`src/hdl/dac_ctrl_params.svh`:
```
// constants of the dac control register bank
// assumes inclusion by the package and the design files
`ifndef DAC_CTRL_PARAMS_SVH
`define DAC_CTRL_PARAMS_SVH

`define WORD_BITS 16
`define ADDR_HI 15
`define ADDR_LO 12
`define DATA_HI 9
`define ADDR_POWER_INTERP 4'h0
`define ADDR_MUTE 4'h1
`define ADDR_VOLUME_FIRST 4'h2
`define ADDR_VOLUME_LAST 4'h7
`define ADDR_CLOCK_REPL 4'h8
`define POWER_DOWN_BIT 2
`define INTERP_HI 1
`define INTERP_LO 0
`define MUTE_HI 5
`define REPLICATE_BIT 5
`define MCLK_HI 4
`define MCLK_LO 3
`define ZERO_POL_BIT 2
`define CHANNELS 6
`define SAMPLE_BITS 24
`define VOLUME_BITS 10
`define VOLUME_RESET 10'h3FF
`define ZERO_RUN 11'h400
`define ATTEN_SHIFT 10
`define ONE_BIT 1'h1
`define GAIN_ONE 11'h001
`define ZERO_COUNT_ONE 11'h001

`endif

```
`src/hdl/dac_ctrl_pkg.sv`:
```
// types of the dac control register bank
// assumes the params header is on the include path
`include "dac_ctrl_params.svh"

package dac_ctrl_pkg;

    typedef logic [`VOLUME_BITS-1:0] volume_t;
    typedef logic signed [`SAMPLE_BITS-1:0] sample_t;

    // interpolation rate codes
    typedef enum logic [1:0] {
        INTERP_8X = 2'h0,
        INTERP_2X = 2'h1,
        INTERP_4X = 2'h2,
        INTERP_RESERVED = 2'h3
    } interp_e;

    // master clock ratio codes
    typedef enum logic [1:0] {
        MCLK_256 = 2'h0,
        MCLK_512 = 2'h1,
        MCLK_768 = 2'h2,
        MCLK_RESERVED = 2'h3
    } mclk_e;

    // one volume write toward the store
    typedef struct packed {
        logic write;
        logic [2:0] index;
        volume_t value;
    } volume_write_s;

    // received audio of all channels
    typedef struct packed {
        logic strobe;
        sample_t [`CHANNELS-1:0] sample;
    } audio_in_s;

    // state of the control bank
    typedef struct packed {
        logic [`WORD_BITS-1:0] shift_reg;
        logic shift_clock_reg;
        logic latch_reg;
        logic pd_pending_reg;
        logic power_down_reg;
        interp_e interp_reg;
        logic [`CHANNELS-1:0] mute_reg;
        logic replicate_reg;
        mclk_e mclk_reg;
        logic zero_pol_reg;
        logic [`CHANNELS-1:0][10:0] zero_count_reg;
        logic [`CHANNELS-1:0] zero_flag_reg;
        logic zero_all_reg;
        logic clock_double_reg;
        logic clock_div3_reg;
        logic out_strobe_reg;
        sample_t [`CHANNELS-1:0] out_reg;
    } bank_state_s;

    // state of the volume store
    typedef struct packed {
        volume_t [`CHANNELS-1:0] word_reg;
    } store_state_s;

endpackage : dac_ctrl_pkg

```
`src/hdl/volume_store.sv`:
```
// six-word volume memory with registered read words
// assumes one writer, synchronous reset on the system clock
`timescale 1ns/10ps
`include "dac_ctrl_params.svh"

module volume_store
    import dac_ctrl_pkg::*;
(
    input wire logic clk,
    input wire logic reset,
    input volume_write_s wr,
    output volume_t [`CHANNELS-1:0] words
);

    store_state_s s_reg;
    store_state_s s_next;

    // write the addressed word only
    always_comb begin
        s_next = s_reg;
        if (wr.write) begin
            s_next.word_reg[wr.index] = wr.value;
        end
    end

    // reset to no attenuation
    always_ff @(posedge clk) begin
        if (reset) begin
            s_reg <= {`CHANNELS{`VOLUME_RESET}};
        end else begin
            s_reg <= s_next;
        end
    end

    assign words = s_reg.word_reg;

endmodule : volume_store

```
`src/hdl/dac_ctrl_bank.sv`:
```
// control register bank of a six-channel audio dac
// assumes control port pins and audio inputs synchronous to SYS_CLK
`timescale 1ns/10ps
`include "dac_ctrl_params.svh"

module dac_ctrl_bank
    import dac_ctrl_pkg::*;
(
    input wire logic SYS_CLK,
    input wire logic RESET,
    input wire logic CONTROL_SHIFT_CLOCK,
    input wire logic CONTROL_DATA,
    input wire logic CONTROL_LATCH_STROBE,
    input audio_in_s AUDIO_IN,
    output logic POWER_DOWN,
    output interp_e INTERP_RATE,
    output mclk_e MCLK_RATIO,
    output logic CLOCK_DOUBLE,
    output logic CLOCK_DIV3,
    output logic [`CHANNELS-1:0] CHANNEL_MUTE,
    output logic STEREO_REPLICATE,
    output logic [`CHANNELS-1:0] ZERO_FLAG,
    output logic ZERO_ALL,
    output logic AUDIO_OUT_STROBE,
    output sample_t [`CHANNELS-1:0] AUDIO_OUT
);

    bank_state_s s_reg;
    bank_state_s s_next;
    volume_write_s vol_wr;
    volume_t [`CHANNELS-1:0] volume;
    sample_t [`CHANNELS-1:0] routed;
    sample_t [`CHANNELS-1:0] scaled;
    logic [3:0] word_addr;
    logic [`DATA_HI:0] word_data;
    logic latch_rise;
    logic shift_rise;

    // true for the six volume addresses
    function automatic logic is_volume(input logic [3:0] addr);
        is_volume = (addr >= `ADDR_VOLUME_FIRST) && (addr <= `ADDR_VOLUME_LAST);
    endfunction : is_volume

    // channel index of a volume address
    function automatic logic [2:0] volume_index(input logic [3:0] addr);
        logic [3:0] diff;
        diff = addr - `ADDR_VOLUME_FIRST;
        volume_index = diff[2:0];
    endfunction : volume_index

    // edges of the control port pins
    assign shift_rise = CONTROL_SHIFT_CLOCK && !s_reg.shift_clock_reg;
    assign latch_rise = CONTROL_LATCH_STROBE && !s_reg.latch_reg;
    assign word_addr = s_reg.shift_reg[`ADDR_HI:`ADDR_LO];
    assign word_data = s_reg.shift_reg[`DATA_HI:0];

    always_comb begin
        vol_wr.write = latch_rise && is_volume(word_addr);
        vol_wr.index = volume_index(word_addr);
        vol_wr.value = word_data;
    end

    volume_store u_volume_store (
        .clk(SYS_CLK),
        .reset(RESET),
        .wr(vol_wr),
        .words(volume)
    );

    // per-channel routing and attenuation
    generate
        for (genvar ch = 0; ch < `CHANNELS; ch++) begin : g_chan
            logic [`VOLUME_BITS:0] gain;
            logic signed [`SAMPLE_BITS+`VOLUME_BITS+1:0] product;
            // pairs 2 and 3 take pair 1 data
            if (ch >= 2) begin : g_repl
                assign routed[ch] = s_reg.replicate_reg ? AUDIO_IN.sample[ch % 2]
                                                        : AUDIO_IN.sample[ch];
            end else begin : g_own
                assign routed[ch] = AUDIO_IN.sample[ch];
            end
            // gain of volume plus one, full scale passes unchanged
            assign gain = {1'b0, volume[ch]} + `GAIN_ONE;
            assign product = routed[ch] * $signed({1'b0, gain});
            assign scaled[ch] = product[`SAMPLE_BITS+`ATTEN_SHIFT-1:`ATTEN_SHIFT];
        end
    endgenerate

    // next state of the bank
    always_comb begin
        logic all_zero;
        all_zero = 1'b1;
        s_next = s_reg;
        s_next.shift_clock_reg = CONTROL_SHIFT_CLOCK;
        s_next.latch_reg = CONTROL_LATCH_STROBE;
        // msb first shift on shift clock rise
        if (shift_rise) begin
            s_next.shift_reg = {s_reg.shift_reg[`WORD_BITS-2:0], CONTROL_DATA};
        end
        if (latch_rise) begin
            // apply the power-down value held from the last power and interpolation word
            s_next.power_down_reg = s_reg.pd_pending_reg;
            case (word_addr)
                `ADDR_POWER_INTERP: begin
                    s_next.pd_pending_reg = word_data[`POWER_DOWN_BIT];
                    s_next.interp_reg = interp_e'(word_data[`INTERP_HI:`INTERP_LO]);
                end
                `ADDR_MUTE: begin
                    s_next.mute_reg = word_data[`MUTE_HI:0];
                end
                // clock, replicate and zero polarity register
                `ADDR_CLOCK_REPL: begin
                    s_next.replicate_reg = word_data[`REPLICATE_BIT];
                    s_next.mclk_reg = mclk_e'(word_data[`MCLK_HI:`MCLK_LO]);
                    s_next.zero_pol_reg = word_data[`ZERO_POL_BIT];
                end
                default: begin
                end
            endcase
        end
        // internal clock path from the ratio code
        case (s_reg.mclk_reg)
            MCLK_256: begin
                s_next.clock_double_reg = 1'b1;
                s_next.clock_div3_reg = 1'b0;
            end
            MCLK_768: begin
                s_next.clock_double_reg = 1'b1;
                s_next.clock_div3_reg = 1'b1;
            end
            default: begin
                s_next.clock_double_reg = 1'b0;
                s_next.clock_div3_reg = 1'b0;
            end
        endcase
        s_next.out_strobe_reg = AUDIO_IN.strobe;
        for (int ch = 0; ch < `CHANNELS; ch++) begin
            if (AUDIO_IN.strobe) begin
                if (AUDIO_IN.sample[ch] != '0) begin
                    s_next.zero_count_reg[ch] = '0;
                // saturate at the zero run length
                end else if (s_reg.zero_count_reg[ch] != `ZERO_RUN) begin
                    s_next.zero_count_reg[ch] = s_reg.zero_count_reg[ch] + `ZERO_COUNT_ONE;
                end
                // mute forces silence on that channel
                s_next.out_reg[ch] = s_reg.mute_reg[ch] ? '0 : scaled[ch];
            end
            // flag once the run is reached
            all_zero = all_zero && (s_next.zero_count_reg[ch] == `ZERO_RUN);
            s_next.zero_flag_reg[ch] =
                (s_next.zero_count_reg[ch] == `ZERO_RUN) ^ s_reg.zero_pol_reg;
        end
        // global flag when every channel is zero
        s_next.zero_all_reg = all_zero ^ s_reg.zero_pol_reg;
    end

    // reset clears every field, mute off
    always_ff @(posedge SYS_CLK) begin
        if (RESET) begin
            s_reg <= '0;
        end else begin
            s_reg <= s_next;
        end
    end

    assign POWER_DOWN = s_reg.power_down_reg;
    assign INTERP_RATE = s_reg.interp_reg;
    assign MCLK_RATIO = s_reg.mclk_reg;
    assign CLOCK_DOUBLE = s_reg.clock_double_reg;
    assign CLOCK_DIV3 = s_reg.clock_div3_reg;
    assign CHANNEL_MUTE = s_reg.mute_reg;
    assign STEREO_REPLICATE = s_reg.replicate_reg;
    assign ZERO_FLAG = s_reg.zero_flag_reg;
    assign ZERO_ALL = s_reg.zero_all_reg;
    assign AUDIO_OUT_STROBE = s_reg.out_strobe_reg;
    assign AUDIO_OUT = s_reg.out_reg;

endmodule : dac_ctrl_bank

```
`config.mk`:
```
export PLATFORM = sky130hd
export DESIGN_NAME = dac_ctrl_bank
export DESIGN_NICKNAME = d
export VERILOG_FILES = /design/src/hdl/dac_ctrl_pkg.sv /design/src/hdl/volume_store.sv /design/src/hdl/dac_ctrl_bank.sv
export VERILOG_INCLUDE_DIRS = /design/src /design/src/hdl
export SDC_FILE = /design/constraint.sdc
export NUM_CORES = 2
export LEC_CHECK = 0
export ABC_AREA = 1
export ABC_CLOCK_PERIOD_IN_PS = 5500
export BUFFER_PORTS_ARGS = -buffer_cell sky130_fd_sc_hd__buf_2
export CORE_AREA = 2 2 423 425
export CTS_CLUSTER_SIZE = 8
export DETAILED_ROUTE_END_ITERATION = 16
export DIE_AREA = 0 0 425 427
export SYNTH_ARGS = -nofsm -noshare
export SYNTH_HDL_FRONTEND = slang
export SYNTH_SLANG_ARGS = --single-unit
```
`constraint.sdc`:
```
create_clock -name SYS_CLK -period 5.5 [get_ports SYS_CLK]
set_clock_uncertainty 0.05 [all_clocks]
set_input_delay 0.275 -clock SYS_CLK [delete_from_list [all_inputs] [get_ports SYS_CLK]]
set_output_delay 0.275 -clock SYS_CLK [all_outputs]
set_load 0.005 [all_outputs]
```
## Word-level counts from Yosys, hierarchy flattened

Index checks and enable logic that the tools add are counted.

- Add/sub/neg operators: 13
- $mul: 6
- Div/mod/pow operators: 0
- Order comparisons: 4
- Equal/unequal tests: 15
- Shifts and indexed selects: 0
- Multiplexer cells: 32
- Bitwise operators: 7
- Reduce and logical (&&, ||, !) cells: 23

Operators with widths:

| kind | number |
|---|---|
| 24-bit two-way mux | 10 |
| 24-bit by 12-bit multiplier with 34-bit output | 6 |
| 11-bit two-way mux | 18 |
| 24-bit nonzero test | 6 |
| 10-bit by 1-bit adder with 11-bit output (second input constant) | 6 |
| 11-bit by 1-bit adder with 11-bit output (second input constant) | 6 |
| 11-bit == test (second input constant) | 6 |
| 11-bit inequality test (second input constant) | 6 |
| 60-bit bitwise mux | 1 |
| 10-bit demux with 3-bit select | 1 |
| 1-bit logical AND | 10 |
| 10-bit two-way mux | 1 |
| 1-bit XOR | 7 |
| 2-bit AND reduction | 3 |
| 4-bit by 1-bit == test with 1-bit output (second input constant) | 1 |
| 4-bit == test (second input constant) | 1 |
| 4-bit by 2-bit >= comparator with 1-bit output (second input constant) | 1 |
| 4-bit by 3-bit <= comparator with 1-bit output (second input constant) | 1 |
| 4-bit zero test | 1 |
| 3-bit by 4-bit < comparator with 1-bit output (second input constant) | 1 |
| 2-bit case mux with 2 select lines | 1 |
| 3-bit by 1-bit >= comparator with 1-bit output (second input constant) | 1 |
| 3-bit by 2-bit subtractor with 3-bit output (second input constant) | 1 |
| 2-bit == test (second input constant) | 1 |
| 2 further kinds | 3 |

- Flip-flop bits (word level): 312
- Bits in latches: 0
- Memory bits (writable): 0
- Bits in read-only memories: 0
- Input port bits: 150
- Output and inout port bits: 166
- Word-level logic and storage cells: 133
- Memories: 0

## Logic depth before layout (Yosys ltp)

- Depth in word-level cells: 11
- Depth in mapped cells: 35
- Gate-level depth less buffers: 34

## Hierarchy

From an unflattened synthesis, not the netlist that was laid out.

- Cells, all modules: 9539
- Area, all modules: 70925.5 um2

Modules (own cells, without submodules):

| module | instances | cells an instance | area each (um2) | seq. area each (um2) |
|---|---|---|---|---|
| dac_ctrl_bank | 1 | 9265 | 68718.4 | 5044.8 |
| volume_store | 1 | 274 | 2207.1 | 1201.2 |

## Worst setup path before layout

Ideal clock, no wire load.

- Kind: register to register
- From: register s_reg, in the netlist STEREO_REPLICATE
- To: register s_reg, in the netlist AUDIO_OUT[65]
- Library setup time: 0.070 ns
- Arrival time: 5.702 ns
- Required time: 5.380 ns
- Setup slack: -0.322 ns
- Cell stages (with the launch flop): 27
- Buffers on the path: 3
- Period minus slack after synthesis: 5.822 ns
- Path through: dfxtp_1 buf_6 inv_2 buf_2 buf_1 a21oi_2 nand2_1 fa_1 fa_1 inv_1 fa_1 fa_1 inv_1 fa_1 inv_1 ha_1 a21oi_1 inv_1 a31oi_1 o21ai_0 a21oi_1 nand2_1 nand2_1 nand2_1 a21boi_1 o21ai_0 a21oi_1

- Word-level cells in the longest chain between the ends: 3

Ends and longest elaborated chain:

| what | line | RTL |
|---|---|---|
| start, declared | dac_ctrl_bank.sv:28 | `bank_state_s s_reg;` |
| start signal, assigned | dac_ctrl_bank.sv:162 | `s_reg <= s_next;` |
| 24-bit two-way mux | dac_ctrl_bank.sv:77 | `assign routed[ch] = s_reg.replicate_reg ? AUDIO_IN.sample[ch % 2]` |
| 24-bit by 12-bit multiplier with 34-bit output | dac_ctrl_bank.sv:84 | `assign product = routed[ch] * $signed({1'b0, gain});` |
| 24-bit two-way mux | dac_ctrl_bank.sv:146 | `s_next.out_reg[ch] = s_reg.mute_reg[ch] ? '0 : scaled[ch];` |

No other way between the ends.
A chain may end at the register's enable or synchronous reset.

## Worst setup path in the final report

- From: register s_reg, in the netlist STEREO_REPLICATE
- To: register s_reg, in the netlist AUDIO_OUT[114]

The elaborated chain is that of the path after synthesis.

==> results.ini <==
[logic_synthesis]
synth_top_area_share_pct=38.2
yosys.cell_types.count=57
syn_inst=9407
ys_warn_count=0
synth_top_area_cell=fa_1
avgSynthCellArea_um2=7.48
syn_area_mm2=0.0703
yosys_register_bits=312
yosysSeqAreaShare_pct=8.88
synthTopCellsByArea=fa_1 (38%), inv_1 (12%), nand2_1 (11%), dfxtp_1 (8.9%), ha_1 (7.7%)
syn-num-nets=11300

[floorplan]
initial_core_util_pct=39.7
die_w_um=425
ioPinCount=316
die_h_um=427
dieArea_mm2=0.181
coreArea_mm2=0.177
rows=155

[final_layout]
drive_gt1_share_pct=31.0
largest_reg_flops=144
nets=12800
fillers=16400
area_growth_pct=35.6

[clocking]
cts_tree=built
cts_buffers=51
clockBufferDepth=3
cts_max_level=2
cts_root_buf=clkbuf_16
clkLatencyLatePin_ps=690
path_clk_slew_ps=60
cts.sinks=312

[pwr]
p_sw_share_pct=47.2
switchingPower_w=0.0118
p_total_w=0.0250
pwr-share-clk_pct=12.6
p_leak_nw=47.8
p_per_area_mw_per_mm2=262
comb_power_share_pct=76.7
pwr-share-seq_pct=10.7
ir_worst_vdd_uv=318
internal-power_w=0.0132

[global_route]
grt_usage_pct=28.8
grt_pass1_wl_mm=401
antenna_found_initial=8
grt.overflow.total=0
grt_max_degree=95
grt_pass1_vias=69600

[worst_setup_path]
cp.arrival_ps=6430
cp_common_cell=nand2_2
cp_max_fo=16
worstReg2RegStart=STEREO_REPLICATE$_SDFFE_PP0P_
rrSetupSlack_ps=-460
reg2regPathDepth=29
critPathBufInv=11
cpPeakStageDelay_ps=530
required_ps=5970
start_kind=flop
slowest_stage=fa_2
critical_path_class=reg -> reg
crit_path_end_kind=flop
path_delay_family=adder cells
rr_endpoint=AUDIO_OUT[114]$_SDFFE_PP0P_

[worst_hold_path]
holdCritStartpoint=AUDIO_IN[144]
min_to=s_reg[189]$_SDFF_PP0_
hp-class=in -> reg
min_path_cells=3

[sta]
setup_ws_ps=-461
clock.fmax_mhz=168
worst_pin_slew_ps=1250
period_share_pct=108
slew_viol_final=0
layout_min_cycle_time_ps=5960
max_slew_margin_pct=16.8
rsz0062_at_grt=yes
hold_viol_final=0
setup_viol_count_final=134

[drt]
vias_per_cell=5.00
drc=0
first_pass_iters=6
antenna_left=0
drt-total-wl_mm=263
post_drt_wl_per_cell_um=19.8
drt_iter0_drc=3970
via_count=66400

[run]
cap_violations=0

[place]
io_buffer_count=315
dp_slack_ps=-669
gp_routability_congestion=1.03
hpwl_mm=214

[run_status]
outcome=complete, but fails checks
failed_checks=setup timing

==> metal layers <==
metal / GRT usage [%] / share of wire, % / wire length, um / up-vias
li1: - / - / - / 30900
met1: 34.0 / 38 / 101000 / 32800
met2: 48.2 / 47 / 125000 / 2045
met3: 4.12 / 5.5 / 14600 / 687
met4: 20.9 / 8.8 / 23100 / 2
met5: 0 / 0.0038 / 10 / -
==> layout make-up <==
cell class | count | area (um^2) | area share [%]
Tap cell | 2355 | 2950 | 3.09
Clock buffer | 64 | 1400 | 1.46
Multi-Input combinational cell | 6453 | 60100 | 63.1
Sequential cell | 312 | 6300 | 6.60
Inverter | 2207 | 8380 | 8.79
Timing Repair Buffer | 1880 | 16000 | 16.8
Antenna cell | 6 | 15.0 | 0.0157
Timing Repair inverter | 3 | 35.0 | 0.0367
Clock inverter | 12 | 128 | 0.134
==> power groups by stage <==
stage                     Sequential, W  Combinational, W  Clock [W]
final                           0.00269            0.0192    0.00315
after detailed placement        0.00274            0.0145          0
after global placement          0.00273            0.0144          0
after floorplan                 0.00266           0.00789          0
after global routing            0.00272            0.0209    0.00331
after CTS                       0.00269            0.0171    0.00324
==> placed cells by master, fill, tap and decap left out, drive strengths merged, types with 2 or more instances in the layout <==
cell	n
inv	2197
nand2	2123
buf	1865
fa	1344
nor2	987
a21oi	457
ha	432
dfxtp	312
nand3	298
o21ai	248
nor3	72
clkbuf	71
nand4	61
o211ai	58
or2	56
a21boi	55
xor2	52
xnor2	41
nand3b	34
a21o	30
a31oi	23
o21a	18
clkinv	18
o21bai	13
nor4	10
o31ai	8
a221oi	7
a211oi	7
diode	6
clkinvlp	6
o221ai	6
bufbuf	5
a31o	4
dlygate4sd3	3
a2111oi	3
and2	2
==> worst reg2reg max path, delay by kind of cell, from the launching register on <==
family | cells | cell delay [ps]
compound gates | 4 | 730
fa+ha+maj | 6 | 2820
buf+inv | 11 | 1110
flops | 1 | 390
simple gates | 8 | 670
==> logic make-up after synthesis <==
group	share of synthesized area [%]
AO/OA/AOI/OAI	8.03
XOR/XNOR	1.18
adder cells (fa/ha/maj)	45.9
buffers and inverters	15.0
flip-flops	8.88
AND/OR/NAND/NOR	21.0
==> Yosys cell counts, drive strengths merged <==
cell type / instances
buf: 199
o21bai: 13
a21boi: 55
a221oi: 7
or2: 56
nor4: 10
a211oi: 7
nand3b: 34
a21o: 30
inv: 2196
and2: 2
nand2: 2123
and3: 1
xor2: 52
o221a: 1
fa: 1344
nand4: 61
o211ai: 58
a31oi: 23
clkinv: 11
ha: 432
clkbuf: 236
nor4b: 1
o31ai: 8
a2111oi: 3
o21a: 18
a21oi: 457
nor3: 72
dfxtp: 312
o21ai: 248
a31o: 4
nand3: 298
o221ai: 6
o311ai: 1
xnor2: 41
nor2: 987
==> repair_timing <==
action                                  4_1_cts  5_1_grt
pin swaps                                   466      435
endpoints found under the hold margin         3        0
setup buffers                               155       90
hold buffers                                  3        0
cloned                                       21        6
endpoints found under the setup margin      141      143
resized for setup                          1226      631
==> stage by stage <==
step           area (um^2)  cells  utilization [%]  hold WS, ps  TNS, ps
2_1_floorplan        70800   9407                -          350    -11.9
3_3_place_gp         84400  13000             47.6          390   -53990
3_5_place_dp         84400  13000             47.6          397   -58980
4_1_cts              92400  13200             52.1         30.5   -19250
5_1_grt              95400  13300             53.8         92.7   -54780
6_report             95400  13300             53.8         71.5   -23570
==> worst max path at each step <==
stage | start | to | slack [ps] | cells after the start
after floorplan | STEREO_REPLICATE$_SDFFE_PP0P_ | AUDIO_OUT[85]$_SDFFE_PP0P_ | -10 | 27
after global placement | u_volume_store.words[30]$_SDFFE_PP1P_ | AUDIO_OUT[88]$_SDFFE_PP0P_ | -670 | 26
after detailed placement | u_volume_store.words[50]$_SDFFE_PP1P_ | AUDIO_OUT[126]$_SDFFE_PP0P_ | -670 | 27
after CTS | u_volume_store.words[41]$_SDFFE_PP1P_ | AUDIO_OUT[111]$_SDFFE_PP0P_ | -360 | 31
after global routing | u_volume_store.words[41]$_SDFFE_PP1P_ | AUDIO_OUT[118]$_SDFFE_PP0P_ | -650 | 30
final | STEREO_REPLICATE$_SDFFE_PP0P_ | AUDIO_OUT[114]$_SDFFE_PP0P_ | -460 | 29
Note: power is estimated with default switching activity, not from simulation.
